`src/gdrv_cfg_pkg.sv`:
```
`default_nettype none
package gdrv_cfg_pkg;
    // register offsets (5-bit address field)
    localparam logic [4:0] OFS_PRECHG = 5'h08;
    localparam logic [4:0] OFS_DIAG = 5'h09;
    localparam logic [4:0] OFS_STICHG = 5'h0a;
    // reset values
    localparam logic [15:0] RST_PRECHG = 16'h0000;
    localparam logic [15:0] RST_DIAG = 16'hc000;
    localparam logic [15:0] RST_STICHG = 16'h0044;
    // writable masks; reserved diag and static bits are read-only and read zero, precharge stores all 16 bits
    localparam logic [15:0] WMASK_PRECHG = 16'hffff;
    localparam logic [15:0] WMASK_DIAG = 16'hff0f;
    localparam logic [15:0] WMASK_STICHG = 16'h0fff;
    // field positions
    localparam int POS_DEEP_AD = 14;
    localparam int POS_GEN_DET = 12;
    localparam int POS_CSA_SIDE = 14;
    localparam int POS_OCFILT = 10;
    localparam int POS_CSA_OFF = 8;
    localparam int POS_STSEL = 8;
    localparam int POS_SET2 = 4;
    localparam int POS_SET1 = 0;
    // timing: base step 125 ns, filter times in ns
    localparam int CLK_PERIOD_NS = 10;
    localparam int TSTEP_NS = 125;
    localparam int TSTEP_CYC = (TSTEP_NS + CLK_PERIOD_NS - 1) / CLK_PERIOD_NS;
    localparam int OCF_NS0 = 6000;
    localparam int OCF_NS1 = 10000;
    localparam int OCF_NS2 = 50000;
    localparam int OCF_NS3 = 100000;
    localparam int OCF_CYC0 = OCF_NS0 / CLK_PERIOD_NS;
    localparam int OCF_CYC1 = OCF_NS1 / CLK_PERIOD_NS;
    localparam int OCF_CYC2 = OCF_NS2 / CLK_PERIOD_NS;
    localparam int OCF_CYC3 = OCF_NS3 / CLK_PERIOD_NS;
    // register bus request
    typedef struct packed {
        logic wr;
        logic rd;
        logic bank;
        logic [4:0] addr;
        logic [15:0] wdata;
    } reg_req_t;
    typedef enum logic [1:0] {ST_IDLE, ST_RUN, ST_DONE} tmr_state_t;
endpackage
`default_nettype wire

```
`src/gdrv_phase_timer.sv`:
```
`default_nettype none
// one-shot timer of (2^code)*step cycles, code 0..3
module gdrv_phase_timer
    import gdrv_cfg_pkg::*;
#(
    parameter int STEP_CYC = TSTEP_CYC
) (
    input wire logic i_clk,
    input wire logic i_rstn,
    input wire logic i_start,
    input wire logic [1:0] i_code,
    output logic o_busy,
    output logic o_done
);
    localparam int CW = $clog2(STEP_CYC * 8 + 1);
    if (STEP_CYC < 1) begin : g_bad_step
        $error("step must be at least one cycle");
    end
    tmr_state_t st_q, st_d;
    logic [CW-1:0] cnt_q, cnt_d;
    logic done_q, done_d;

    always_comb begin
        st_d = st_q;
        cnt_d = cnt_q;
        done_d = 1'b0;
        case (st_q)
            ST_IDLE: begin
                if (i_start) begin
                    // count of 1/2/4/8 steps, each 125 ns rounded up to whole cycles, less one
                    cnt_d = CW'(STEP_CYC << i_code) - CW'(1);
                    st_d = ST_RUN;
                end
            end
            ST_RUN: begin
                if (cnt_q == '0) begin
                    done_d = 1'b1;
                    st_d = ST_DONE;
                end else begin
                    cnt_d = cnt_q - CW'(1);
                end
            end
            ST_DONE: st_d = ST_IDLE;
            default: st_d = ST_IDLE;
        endcase
    end

    always_ff @(posedge i_clk or negedge i_rstn) begin
        if (!i_rstn) begin
            st_q <= ST_IDLE;
            cnt_q <= '0;
            done_q <= 1'b0;
        end else begin
            st_q <= st_d;
            cnt_q <= cnt_d;
            done_q <= done_d;
        end
    end
    assign o_busy = (st_q == ST_RUN);
    assign o_done = done_q;
endmodule // gdrv_phase_timer
`default_nettype wire

```
`src/gdrv_cfg_regs.sv`:
```
`default_nettype none
module gdrv_cfg_regs
    import gdrv_cfg_pkg::*;
(
    // clock and reset
    input wire logic i_clk,
    input wire logic i_rstn,
    // register access from the serial interface logic
    input wire reg_req_t i_req,
    output logic [15:0] o_rdata,
    output logic o_rvalid,
    // pwm phase requests, per channel, same clock
    input wire logic [2:0] i_prechg_start,
    input wire logic [2:0] i_predchg_start,
    // pwm phase activity, per channel
    output logic [2:0] o_prechg_active,
    output logic [2:0] o_predchg_active,
    // gate drive controls
    output logic o_deep_adapt_en,
    output logic o_generator_detect_enable,
    output logic o_sense_amp_side_select,
    output logic [1:0] o_overcurrent_filter_time,
    output logic [16:0] o_oc_filter_cycles,
    output logic o_sense_amp_disable,
    output logic [3:0] o_bridge_offstate_pulldown,
    output logic [3:0] o_bridge_static_set_select,
    output logic [3:0] o_static_gate_current_set1,
    output logic [3:0] o_static_gate_current_set2,
    output logic [15:0] o_pwm_precharge_timing
);
    logic [15:0] prechg_q, prechg_d;
    logic [15:0] diag_q, diag_d;
    logic [15:0] stichg_q, stichg_d;
    logic [15:0] rdata_q, rdata_d;
    logic rvalid_q, rvalid_d;
    logic [2:0] pc_busy, pc_done, pd_busy, pd_done;
    logic [2:0] pc_act_q, pd_act_q;

    function automatic logic [1:0] chan_code(input logic [15:0] r, input int ch, input bit dis);
        chan_code = r[ch*4 + (dis ? 2 : 0) +: 2];
    endfunction

    function automatic logic [16:0] ocf_cycles(input logic [1:0] c);
        case (c)
            2'b00: ocf_cycles = 17'(OCF_CYC0);
            2'b01: ocf_cycles = 17'(OCF_CYC1);
            2'b10: ocf_cycles = 17'(OCF_CYC2);
            default: ocf_cycles = 17'(OCF_CYC3);
        endcase
    endfunction

    // bank-qualified decode; the other two offsets are bank independent here
    function automatic logic hit(input reg_req_t r, input logic [4:0] ofs);
        hit = (r.addr == ofs) && ((ofs != OFS_STICHG) || !r.bank);
    endfunction

    always_comb begin
        prechg_d = prechg_q;
        diag_d = diag_q;
        stichg_d = stichg_q;
        rvalid_d = i_req.rd;
        rdata_d = rdata_q;
        if (i_req.wr) begin
            // reserved bits 15 and 13 are stored as written; software keeps them 0
            if (hit(i_req, OFS_PRECHG)) prechg_d = i_req.wdata & WMASK_PRECHG;
            if (hit(i_req, OFS_DIAG)) diag_d = i_req.wdata & WMASK_DIAG;
            if (hit(i_req, OFS_STICHG)) stichg_d = i_req.wdata & WMASK_STICHG;
        end
        if (i_req.rd) begin
            if (hit(i_req, OFS_PRECHG)) rdata_d = prechg_q;
            else if (hit(i_req, OFS_DIAG)) rdata_d = diag_q & WMASK_DIAG;
            else if (hit(i_req, OFS_STICHG)) rdata_d = stichg_q & WMASK_STICHG;
            else rdata_d = 16'h0000;
        end
    end

    always_ff @(posedge i_clk or negedge i_rstn) begin
        if (!i_rstn) begin
            prechg_q <= RST_PRECHG;
            diag_q <= RST_DIAG;
            stichg_q <= RST_STICHG;
            rdata_q <= 16'h0000;
            rvalid_q <= 1'b0;
        end else begin
            prechg_q <= prechg_d;
            diag_q <= diag_d;
            stichg_q <= stichg_d;
            rdata_q <= rdata_d;
            rvalid_q <= rvalid_d;
        end
    end

    // one timer per channel and phase; duration from the live field
    genvar g;
    generate
        for (g = 0; g < 3; g++) begin : g_ch
            gdrv_phase_timer #(.STEP_CYC(TSTEP_CYC)) u_pc (
                .i_clk(i_clk),
                .i_rstn(i_rstn),
                .i_start(i_prechg_start[g]),
                .i_code(chan_code(prechg_q, g, 1'b0)),
                .o_busy(pc_busy[g]),
                .o_done(pc_done[g])
            );
            gdrv_phase_timer #(.STEP_CYC(TSTEP_CYC)) u_pd (
                .i_clk(i_clk),
                .i_rstn(i_rstn),
                .i_start(i_predchg_start[g]),
                .i_code(chan_code(prechg_q, g, 1'b1)),
                .o_busy(pd_busy[g]),
                .o_done(pd_done[g])
            );
        end
    endgenerate

    always_ff @(posedge i_clk or negedge i_rstn) begin
        if (!i_rstn) begin
            pc_act_q <= 3'h0;
            pd_act_q <= 3'h0;
        end else begin
            pc_act_q <= pc_busy;
            pd_act_q <= pd_busy;
        end
    end

    // decoded controls, each straight from a register
    assign o_rdata = rdata_q;
    assign o_rvalid = rvalid_q;
    assign o_prechg_active = pc_act_q;
    assign o_predchg_active = pd_act_q;
    assign o_pwm_precharge_timing = prechg_q;
    assign o_deep_adapt_en = prechg_q[POS_DEEP_AD];
    assign o_generator_detect_enable = prechg_q[POS_GEN_DET];
    assign o_sense_amp_side_select = diag_q[POS_CSA_SIDE];
    assign o_overcurrent_filter_time = diag_q[POS_OCFILT +: 2];
    assign o_sense_amp_disable = diag_q[POS_CSA_OFF];
    assign o_bridge_offstate_pulldown = diag_q[3:0];
    assign o_bridge_static_set_select = stichg_q[POS_STSEL +: 4];
    assign o_static_gate_current_set2 = stichg_q[POS_SET2 +: 4];
    assign o_static_gate_current_set1 = stichg_q[POS_SET1 +: 4];

    // filter count registered so the output stays flop-driven
    logic [16:0] ocf_q;
    always_ff @(posedge i_clk or negedge i_rstn) begin
        if (!i_rstn) ocf_q <= 17'(OCF_CYC0);
        else ocf_q <= ocf_cycles(diag_q[POS_OCFILT +: 2]);
    end
    assign o_oc_filter_cycles = ocf_q;

    // assertions
    logic [7:0] pc0_len_q;
    logic [1:0] pc0_code_q;
    always_ff @(posedge i_clk or negedge i_rstn) begin
        if (!i_rstn) pc0_len_q <= 8'h00;
        else if (pc_busy[0]) pc0_len_q <= pc0_len_q + 8'h01;
        else pc0_len_q <= 8'h00;
    end
    // code held from the accepted start, so a rewrite mid-phase cannot skew the check
    always_ff @(posedge i_clk or negedge i_rstn) begin
        if (!i_rstn) pc0_code_q <= 2'h0;
        else if (i_prechg_start[0] && !pc_busy[0] && !pc_done[0]) pc0_code_q <= prechg_q[1:0];
    end

    reserved_diag_a: assert property (@(posedge i_clk) disable iff (!i_rstn)
        (i_req.rd && i_req.addr == OFS_DIAG) |=> o_rdata[7:4] == 4'h0)
        else $error("reserved diag bits read nonzero");
    reserved_static_a: assert property (@(posedge i_clk) disable iff (!i_rstn)
        (i_req.rd && !i_req.bank && i_req.addr == OFS_STICHG) |=> o_rdata[15:12] == 4'h0)
        else $error("reserved static bits read nonzero");
    bank_read_a: assert property (@(posedge i_clk) disable iff (!i_rstn)
        (i_req.rd && i_req.bank && i_req.addr == OFS_STICHG) |=> o_rdata == 16'h0000)
        else $error("static select readable in bank one");
    static_codes_a: assert property (@(posedge i_clk) disable iff (!i_rstn)
        (i_req.wr && !i_req.bank && i_req.addr == OFS_STICHG)
        |=> o_static_gate_current_set2 == $past(i_req.wdata[7:4])
        && o_static_gate_current_set1 == $past(i_req.wdata[3:0]))
        else $error("static current codes not updated");
    bank_gate_a: assert property (@(posedge i_clk) disable iff (!i_rstn)
        (i_req.wr && i_req.bank && i_req.addr == OFS_STICHG) |=> $stable(stichg_q))
        else $error("static select written in bank one");
    stichg_write_a: assert property (@(posedge i_clk) disable iff (!i_rstn)
        (i_req.wr && !i_req.bank && i_req.addr == OFS_STICHG)
        |=> o_bridge_static_set_select == $past(i_req.wdata[11:8]))
        else $error("static set select not updated");
    diag_write_a: assert property (@(posedge i_clk) disable iff (!i_rstn)
        (i_req.wr && i_req.addr == OFS_DIAG)
        |=> o_bridge_offstate_pulldown == $past(i_req.wdata[3:0]))
        else $error("pulldown bits not updated");
    deep_gen_a: assert property (@(posedge i_clk) disable iff (!i_rstn)
        (i_req.wr && i_req.addr == OFS_PRECHG) |=> o_deep_adapt_en == $past(i_req.wdata[14])
        && o_generator_detect_enable == $past(i_req.wdata[12]))
        else $error("enable bits not updated");
    csa_ctrl_a: assert property (@(posedge i_clk) disable iff (!i_rstn)
        (i_req.wr && i_req.addr == OFS_DIAG) |=> o_sense_amp_disable == $past(i_req.wdata[8])
        && o_sense_amp_side_select == $past(i_req.wdata[14]))
        else $error("sense amp controls not updated");
    ocf_time_a: assert property (@(posedge i_clk) disable iff (!i_rstn)
        $stable(diag_q) && diag_q[11:10] == 2'b01 |=> o_oc_filter_cycles == 17'(OCF_CYC1))
        else $error("filter count wrong for 10 us");
    prechg_len_a: assert property (@(posedge i_clk) disable iff (!i_rstn)
        $fell(pc_busy[0]) |-> pc0_len_q == 8'(TSTEP_CYC << pc0_code_q))
        else $error("pre-charge length wrong");
    predchg_run_a: assert property (@(posedge i_clk) disable iff (!i_rstn)
        (i_predchg_start[0] && !pd_busy[0] && !pd_done[0] && prechg_q[3:2] == 2'b00)
        |=> pd_busy[0] [*8] ##1 pd_busy[0] ##1 pd_busy[0] ##1 pd_busy[0]
        ##1 pd_busy[0] ##1 pd_busy[0] ##1 !pd_busy[0])
        else $error("pre-discharge 125 ns length wrong");
endmodule // gdrv_cfg_regs
`default_nettype wire

```
`config.mk`:
```
export PLATFORM = sky130hd
export DESIGN_NAME = gdrv_cfg_regs
export DESIGN_NICKNAME = d
export VERILOG_FILES = /design/src/gdrv_cfg_pkg.sv /design/src/gdrv_phase_timer.sv /design/src/gdrv_cfg_regs.sv
export SDC_FILE = /design/constraint.sdc
export NUM_CORES = 1
export LEC_CHECK = 0
export BUFFER_PORTS_ARGS = -buffer_cell sky130_fd_sc_hd__buf_2
export CORE_AREA = 5 5 112 114
export CTS_CLUSTER_SIZE = 16
export DETAILED_ROUTE_END_ITERATION = 12
export DIE_AREA = 0 0 117 119
export GPL_TIMING_DRIVEN = 0
export PLACE_DENSITY = 0.95
export SYNTH_ARGS = -nofsm -noshare
export SYNTH_HDL_FRONTEND = slang
export SYNTH_SLANG_ARGS = --single-unit
```
`constraint.sdc`:
```
create_clock -name i_clk -period 3.62 [get_ports i_clk]
set_clock_uncertainty 0.2 [all_clocks]
set_input_delay 0.181 -clock i_clk [delete_from_list [all_inputs] [get_ports i_clk]]
set_output_delay 0.181 -clock i_clk [all_outputs]
set_load 0.03 [all_outputs]
```
==> results of run 1 <==
## Yosys cell counts (13+ instances only)
cell and instances:
o21ai_0 41, nor2_1 50, ha_1 44, a21oi_1 23, xnor2_1 13, mux2_2 14, mux2_4 30, buf_4 20
nand2_1 41, inv_1 45, dfrtp_1 118
## cell families (layout without fill, tap and decap cells)
logic type | Yosys count | after routing | share of synthesized area
fa+ha+maj | 44 | 44 | 0.0813
other cells | 2 | 8 | 0.00111
simple gates | 159 | 159 | 0.122
xor+xnor | 19 | 19 | 0.0246
mux | 46 | 46 | 0.0927
compound gates | 148 | 148 | 0.149
flops | 125 | 125 | 0.463
buf+inv | 91 | 248 | 0.0659
## worst reg2reg max path, stage by stage, from the launching register on
cell and delay, ns:
dfrtp_1 0.37, inv_1 0.08, ha_1 0.23, nor3b_2 0.18, a41oi_1 0.44, buf_2 0.30
o21ai_0 0.11, a22oi_1 0.16
## worst max-delay path by stage
stage | slack, ns | endpoint | start | cells after the start
2_1_floorplan | 1.50 | g_ch[2].u_pd.cnt_q[5] | o_pwm_precharge_timing[11] | 6
3_3_place_gp | 0.61 | o_oc_filter_cycles[5] | i_rstn | 1
3_5_place_dp | 1.48 | g_ch[2].u_pd.cnt_q[4] | g_ch[2].u_pd.cnt_q[0] | 7
4_1_cts | 1.47 | g_ch[2].u_pd.cnt_q[4] | g_ch[2].u_pd.cnt_q[0] | 7
5_1_grt | 1.27 | g_ch[2].u_pd.cnt_q[4] | g_ch[2].u_pd.cnt_q[0] | 7
6_report | 1.47 | g_ch[2].u_pd.cnt_q[4] | g_ch[2].u_pd.cnt_q[0] | 7
## sequential cells by signal (all words and copies together), names as in the netlist
name / count
o_prechg_active: 3
o_pwm_precharge_timing: 16
o_rvalid: 1
o_rdata: 16
g_ch.u_pc.cnt_q: 21
g_ch.u_pd.st_q: 6
o_predchg_active: 3
g_ch.u_pc.st_q: 6
diag_q: 12
o_oc_filter_cycles: 8
stichg_q: 12
g_ch.u_pd.cnt_q: 21
## per-layer routing
metal | global-route usage | vias up
met4 | 0.103 | 0
met3 | 0.0609 | 40
met2 | 0.393 | 182
met5 | 0 | -
met1 | 0.300 | 2638
li1 | - | 2524
## timing repair
item                      4_1_cts  5_1_grt
hold endpoints to repair      170        0
resized for setup               0        0
hold buffers                   24        0
setup buffers                   0        0
## stage by stage
| stage | cells | hold WS [ns] | setup slack (ns) |
|---|---|---|---|
| after floorplan | 640 | -0.315 | 1.50 |
| after global placement | 883 | 0.146 | 0.608 |
| after detailed placement | 884 | -0.0551 | 1.48 |
| after CTS | 940 | 0.00165 | 1.47 |
| after global routing | 940 | 0.0440 | 1.27 |
| final | 940 | 0.0213 | 1.47 |
## area by class of cell
type,instances,area (um^2),share of cell area
Clock inverter,11,118,0.0141
Tap cell,143,179,0.0215
Clock buffer,21,460,0.0553
Sequential cell,125,3140,0.377
Inverter,51,191,0.0230
Buffer,40,255,0.0306
Multi-Input combinational cell,424,3210,0.386
Timing Repair Buffer,125,774,0.0930
## power groups by stage
stage	Clock (uW)	Sequential, uW	Combinational (uW)
2_1_floorplan	0	2350	1670
3_3_place_gp	0	2200	2300
3_5_place_dp	0	2220	2410
4_1_cts	1680	2200	2450
5_1_grt	1740	2270	2730
6_report	1660	2210	2450
==> impl_metrics.csv, run 1 <==
group,metric,value,unit
status,run_status,"completed",
cts,cts_tree,"yes",
min_path,worst_hold_path.endpoint,"o_rdata[3]",
flow_run,maxCapViolCount,0,
synth,synth_edf_count,0,
timing,finalMaxSlewViolations,0,
power,peakVddDrop,0.000715,V
synth,yosysTopAreaCell,"dfrtp_1",
power,pwr-share-seq,0.350,
global_routing,overflow,0,
final_layout,areaGrowthSynthToFinish,22.9,%
setup_path,cp_top_family,"compound AO/OA/AOI/OAI gates",
final_layout,final_cell_mix,"dfrtp_1 (118), buf_2 (105), nor2_1 (50)",
drt,drtIter0Drc,371,
global_routing,grt_max_degree,79,
min_path,worstHoldPathType,"primary input to register",
setup_path,reg2reg_from,"g_ch[2].u_pd.cnt_q[0]",
timing,timing.fmax,0.465,GHz
die,pin_count,110,
cts,cts.path.max_buffers,2,
final_layout,final_common_cell,"dfrtp_1",
drt,wl_met3,841,um
synth,synth.area.top_cells,"dfrtp_1 (44%), ha_1 (8.1%), mux2_4 (6.6%), o21ai_0 (3.0%), nor2_1 (2.8%)",
final_layout,stdcell_area,8330,um^2
drt,ant_nets,0,
synth,synth_cells,634,
timing,tightest_slew,0.607,ns
global_routing,first_global_vias,5390,
min_path,hold_depth,4,
drt,avgViaCountPerCell,5.73,
final_layout,n_antenna_cell,0,
drt,routed_wl,15900,um
synth,syn_area_per_cell,10.7,um^2
cts,clk_pin_slew_worst_paths,0.06,ns
cts,worstSkewPairLatency,0.42,ns
setup_path,critPathMaxFanout,10,
timing,setup_viol_count_final,0,
drt,dr_total_vias,5384,
setup_path,worst-r2r-setup-slack,1.47,ns
power,comb_power_share,0.388,
cts,htreeDepth,4,
setup_path,critPathCaptureType,"register",
setup_path,slowest_stage,"a41oi_1",
power,leakagePower,0.00409,uW
power,power.total,6320,uW
placed_design,gp_congestion,0.891,
synth,async_flop_share,1.00,
power,internal_power,3910,uW
setup_path,critPathKind,"register to register",
synth,seq_area_frac_synth,0.463,
synth,yosysTopAreaCellShare,0.436,
final_layout,drive_above_1_share,0.285,
synth,ys_ff_latch,125,
synth,synthDistinctLibCells,63,
drt,wl_met2,7910,um
cts,cts_root_buf,"clkbuf_16",
setup_path,critPathMaxStageDelay,0.44,ns
global_routing,grt_usage,0.240,
cts,cts_made_buffers,17,
final_layout,fin_nets,860,
die,core_area,11300,um^2
timing,period_needed,2.15,ns
power,clockPowerShare,0.262,
drt,drc_errors,0,
placed_design,placement.io_buffers,100,
timing,final-hold-violation-count,0,
global_routing,grt_pass1_wl,26300,um
setup_path,r2r-end,"g_ch[2].u_pd.cnt_q[4]",
placed_design,placed_area,7510,um^2
die,die-height,119,um
setup_path,start_kind,"register",
setup_path,cp.arrival,2.28,ns
placed_design,hpwl,11000,um
global_routing,antenna_found_initial,0,
synth,netlist_area,6780,um^2
drt,wl_met1,6670,um
setup_path,cp_num_buf_inv,2,
synth,ys_dominant_reg_cell,"dfrtp_1",
drt,firstDrtPassIters,5,
timing,timing.slew.headroom,0.596,
setup_path,required,3.75,ns
die,dieWidth,117,um
final_layout,num-fill-cells,779,
synth,yosysWarnings,0,
cts,cts_sinks,125,
drt,avgRoutedWirePerCell,16.9,um
power,pwr_density_cell,759,nW/um^2
min_path,worstHoldStart,"i_req[21]",
timing,fin_tns_setup,0,ns
timing,rsz0062_at_grt,"false",
die,core.rowCount,39,
timing,post-route-period-util,0.594,
setup_path,reg2reg_depth,7,
power,p_sw_frac,0.381,
die,fp.dieArea,13900,um^2
power,p_sw,2410,uW
die,start_util,0.598,
setup_path,path_cells,"inv_1, ha_1, nor3b_2, a41oi_1, buf_2, o21ai_0, a22oi_1",
final_layout,post-route-util,0.736,
drt,top_layer,"met4",
No activity file was read; power rests on OpenSTA's default activity.
==> inputs of run 2 (changes only) <==
--- a/config.mk
+++ b/config.mk
@@ -6,12 +6,12 @@
 export NUM_CORES = 1
 export LEC_CHECK = 0
 export BUFFER_PORTS_ARGS = -buffer_cell sky130_fd_sc_hd__buf_2
-export CORE_AREA = 5 5 112 114
+export CORE_AREA = 5 5 121 123
 export CTS_CLUSTER_SIZE = 16
 export DETAILED_ROUTE_END_ITERATION = 12
-export DIE_AREA = 0 0 117 119
+export DIE_AREA = 0 0 126 128
 export GPL_TIMING_DRIVEN = 0
-export PLACE_DENSITY = 0.95
+export PLACE_DENSITY = 0.88
 export SYNTH_ARGS = -nofsm -noshare
 export SYNTH_HDL_FRONTEND = slang
 export SYNTH_SLANG_ARGS = --single-unit
==> constraint.sdc (replaced) <==
create_clock -name i_clk -period 1.8 [get_ports i_clk]
set_clock_uncertainty 0.2 [all_clocks]
set_input_delay 0.09 -clock i_clk [delete_from_list [all_inputs] [get_ports i_clk]]
set_output_delay 0.09 -clock i_clk [all_outputs]
set_load 0.03 [all_outputs]
==> impl_metrics.csv, run 2 (synthesis gave the netlist of run 1 again) <==
group,metric,value,unit
die,dieWidth,126,um
drt,ant_nets,0,
setup_path,critPathCaptureType,"register",
cts,cts_tree,"yes",
power,pwr_density_cell,1610,nW/um^2
cts,cts_sinks,125,
die,core.rowCount,43,
drt,avgRoutedWirePerCell,17.7,um
setup_path,cp.arrival,2.00,ns
power,peakVddDrop,0.000951,V
drt,routed_wl,18400,um
final_layout,largestRegisters,"g_ch.u_pc.cnt_q (21), g_ch.u_pd.cnt_q (21)",
setup_path,required,1.89,ns
timing,setup_ws,-0.111,ns
cts,clk_pin_slew_worst_paths,0.05,ns
final_layout,final_cell_mix,"dfrtp_1 (106), buf_2 (103), buf_4 (80)",
setup_path,critPathMaxFanout,10,
placed_design,hpwl,11300,um
die,core_area,13600,um^2
final_layout,multi_input_area,3660,um^2
timing,timing.slew.headroom,0.651,
timing,finalMaxSlewViolations,0,
power,leakagePower,0.00453,uW
global_routing,antenna_found_initial,0,
status,run_status,"finished, violations left",
final_layout,n_antenna_cell,0,
final_layout,areaGrowthSynthToFinish,39.2,%
global_routing,overflow,0,
cts,cts.path.max_buffers,2,
global_routing,grt_usage,0.221,
drt,avgViaCountPerCell,5.48,
final_layout,num-fill-cells,928,
setup_path,critPathKind,"register to register",
placed_design,gp_congestion,0.885,
final_layout,drive_above_1_share,0.435,
die,die-height,128,um
timing,timing.fmax,0.523,GHz
timing,timing.hold.ws,-0.00513,ns
cts,htreeDepth,4,
cts,cts_made_buffers,17,
power,power.total,15200,uW
drt,drc_errors,0,
setup_path,start_kind,"register",
die,pin_count,110,
final_layout,final_common_cell,"dfrtp_1",
timing,rsz0062_at_grt,"true",
die,fp.dieArea,16100,um^2
drt,firstDrtPassIters,5,
placed_design,placement.io_buffers,100,
final_layout,fin_nets,921,
timing,post-route-period-util,1.06,
drt,drtIter0Drc,444,
global_routing,grt_pass1_wl,28400,um
global_routing,grt_max_degree,72,
timing,final-hold-violation-count,4,
min_path,worstHoldPathType,"primary input to async pin",
global_routing,first_global_vias,5667,
final_layout,ff_latch_area,3150,um^2
die,start_util,0.500,
timing,setup_viol_count_final,8,
timing,period_needed,1.91,ns
flow_run,maxCapViolCount,0,
cts,worstSkewPairLatency,0.42,ns
status,violations,"negative hold slack, negative setup slack",
cts,cts_root_buf,"clkbuf_16",
drt,dr_total_vias,5678,
timing,tightest_slew,0.524,ns
==> run 2: cell count changes in the layout (fill, tap and decap cells not counted), moves of 12 or more <==
cell | previous run | this run
buf_4 | 20 | 80
inv_1 | 45 | 22
inv_2 | 5 | 25
o21ai_0 | 41 | 23
ha_1 | 44 | 31
dfrtp_1 | 118 | 106
dfrtp_2 | 0 | 12
ha_4 | 0 | 12
o21ai_1 | 0 | 12
==> run 2: cell type report <==
type | count | area share
Buffer | 34 | 0.0271
Clock buffer | 24 | 0.0500
Clock inverter | 7 | 0.0170
Inverter | 51 | 0.0211
Multi-Input combinational cell | 424 | 0.388
Sequential cell | 125 | 0.334
Tap cell | 180 | 0.0239
Timing Repair Buffer | 192 | 0.139
==> run 2: worst paths after layout <==
path / startpoint / end / slack, ns / cells past startpoint
max in group asynchronous: i_rstn / stichg_q[6] / 0.65 / 3
max reg2reg: g_ch[1].u_pc.st_q[1] / g_ch[1].u_pc.cnt_q[6] / -0.11 / 5
max: g_ch[1].u_pc.st_q[1] / g_ch[1].u_pc.cnt_q[6] / -0.11 / 5
min reg2reg: g_ch[2].u_pd.cnt_q[6] / g_ch[2].u_pd.st_q[1] / 0.24 / 1
min: i_rstn / g_ch[0].u_pd.cnt_q[4] / -0.005 / 2
min in group i_clk: i_req[17] / o_rdata[13] / 0.01 / 5
==> run 2: power by group <==
| part | total [uW] | switching [uW] | internal [uW] |
|---|---|---|---|
| logic | 6920 | 3620 | 3300 |
| clock network | 3720 | 1200 | 2520 |
| registers | 4560 | 882 | 3680 |
| total | 15200 | 5700 | 9500 |
==> run 2: per-layer routing <==
| metal | vias to the layer above | global-route usage | part of all wire | routed length [um] |
|---|---|---|---|---|
| li1 | 2644 | - | - | - |
| met2 | 217 | 0.371 | 0.51 | 9380 |
| met3 | 31 | 0.0671 | 0.066 | 1210 |
| met5 | - | 0 | 0 | 0 |
| met1 | 2786 | 0.267 | 0.40 | 7380 |
| met4 | 0 | 0.0902 | 0.022 | 410 |
==> run 2: timing repair <==
| item | 4_1_cts | 5_1_grt |
|---|---|---|
| setup endpoints to repair | 32 | 48 |
| gates cloned | 3 | 1 |
| pin swaps | 20 | 30 |
| gates resized for setup | 52 | 55 |
| hold endpoints to repair | 175 | 0 |
| setup buffers | 37 | 24 |
| hold buffers | 27 | 0 |
==> run 2: through the flow <==
| step | instance area, um^2 | setup slack (ns) | setup TNS, ns | utilization | std cells |
|---|---|---|---|---|---|
| 2_1_floorplan | 6930 | -0.0805 | -0.217 | - | 640 |
| 3_3_place_gp | 7650 | -1.39 | -145.67 | 0.564 | 920 |
| 3_5_place_dp | 7690 | -0.221 | -4.36 | 0.567 | 921 |
| 4_1_cts | 9030 | -0.0343 | -0.224 | 0.666 | 1017 |
| 5_1_grt | 9430 | -0.161 | -1.74 | 0.696 | 1037 |
| 6_report | 9430 | -0.111 | -0.242 | 0.696 | 1037 |
==> run 2: worst max-delay path, stage by stage, from the launching register on <==
cell and delay [ns]:
dfrtp_1 0.39, nand2b_1 0.36, inv_2 0.26, nand4b_1 0.21, a32oi_2 0.24, o31ai_1 0.12
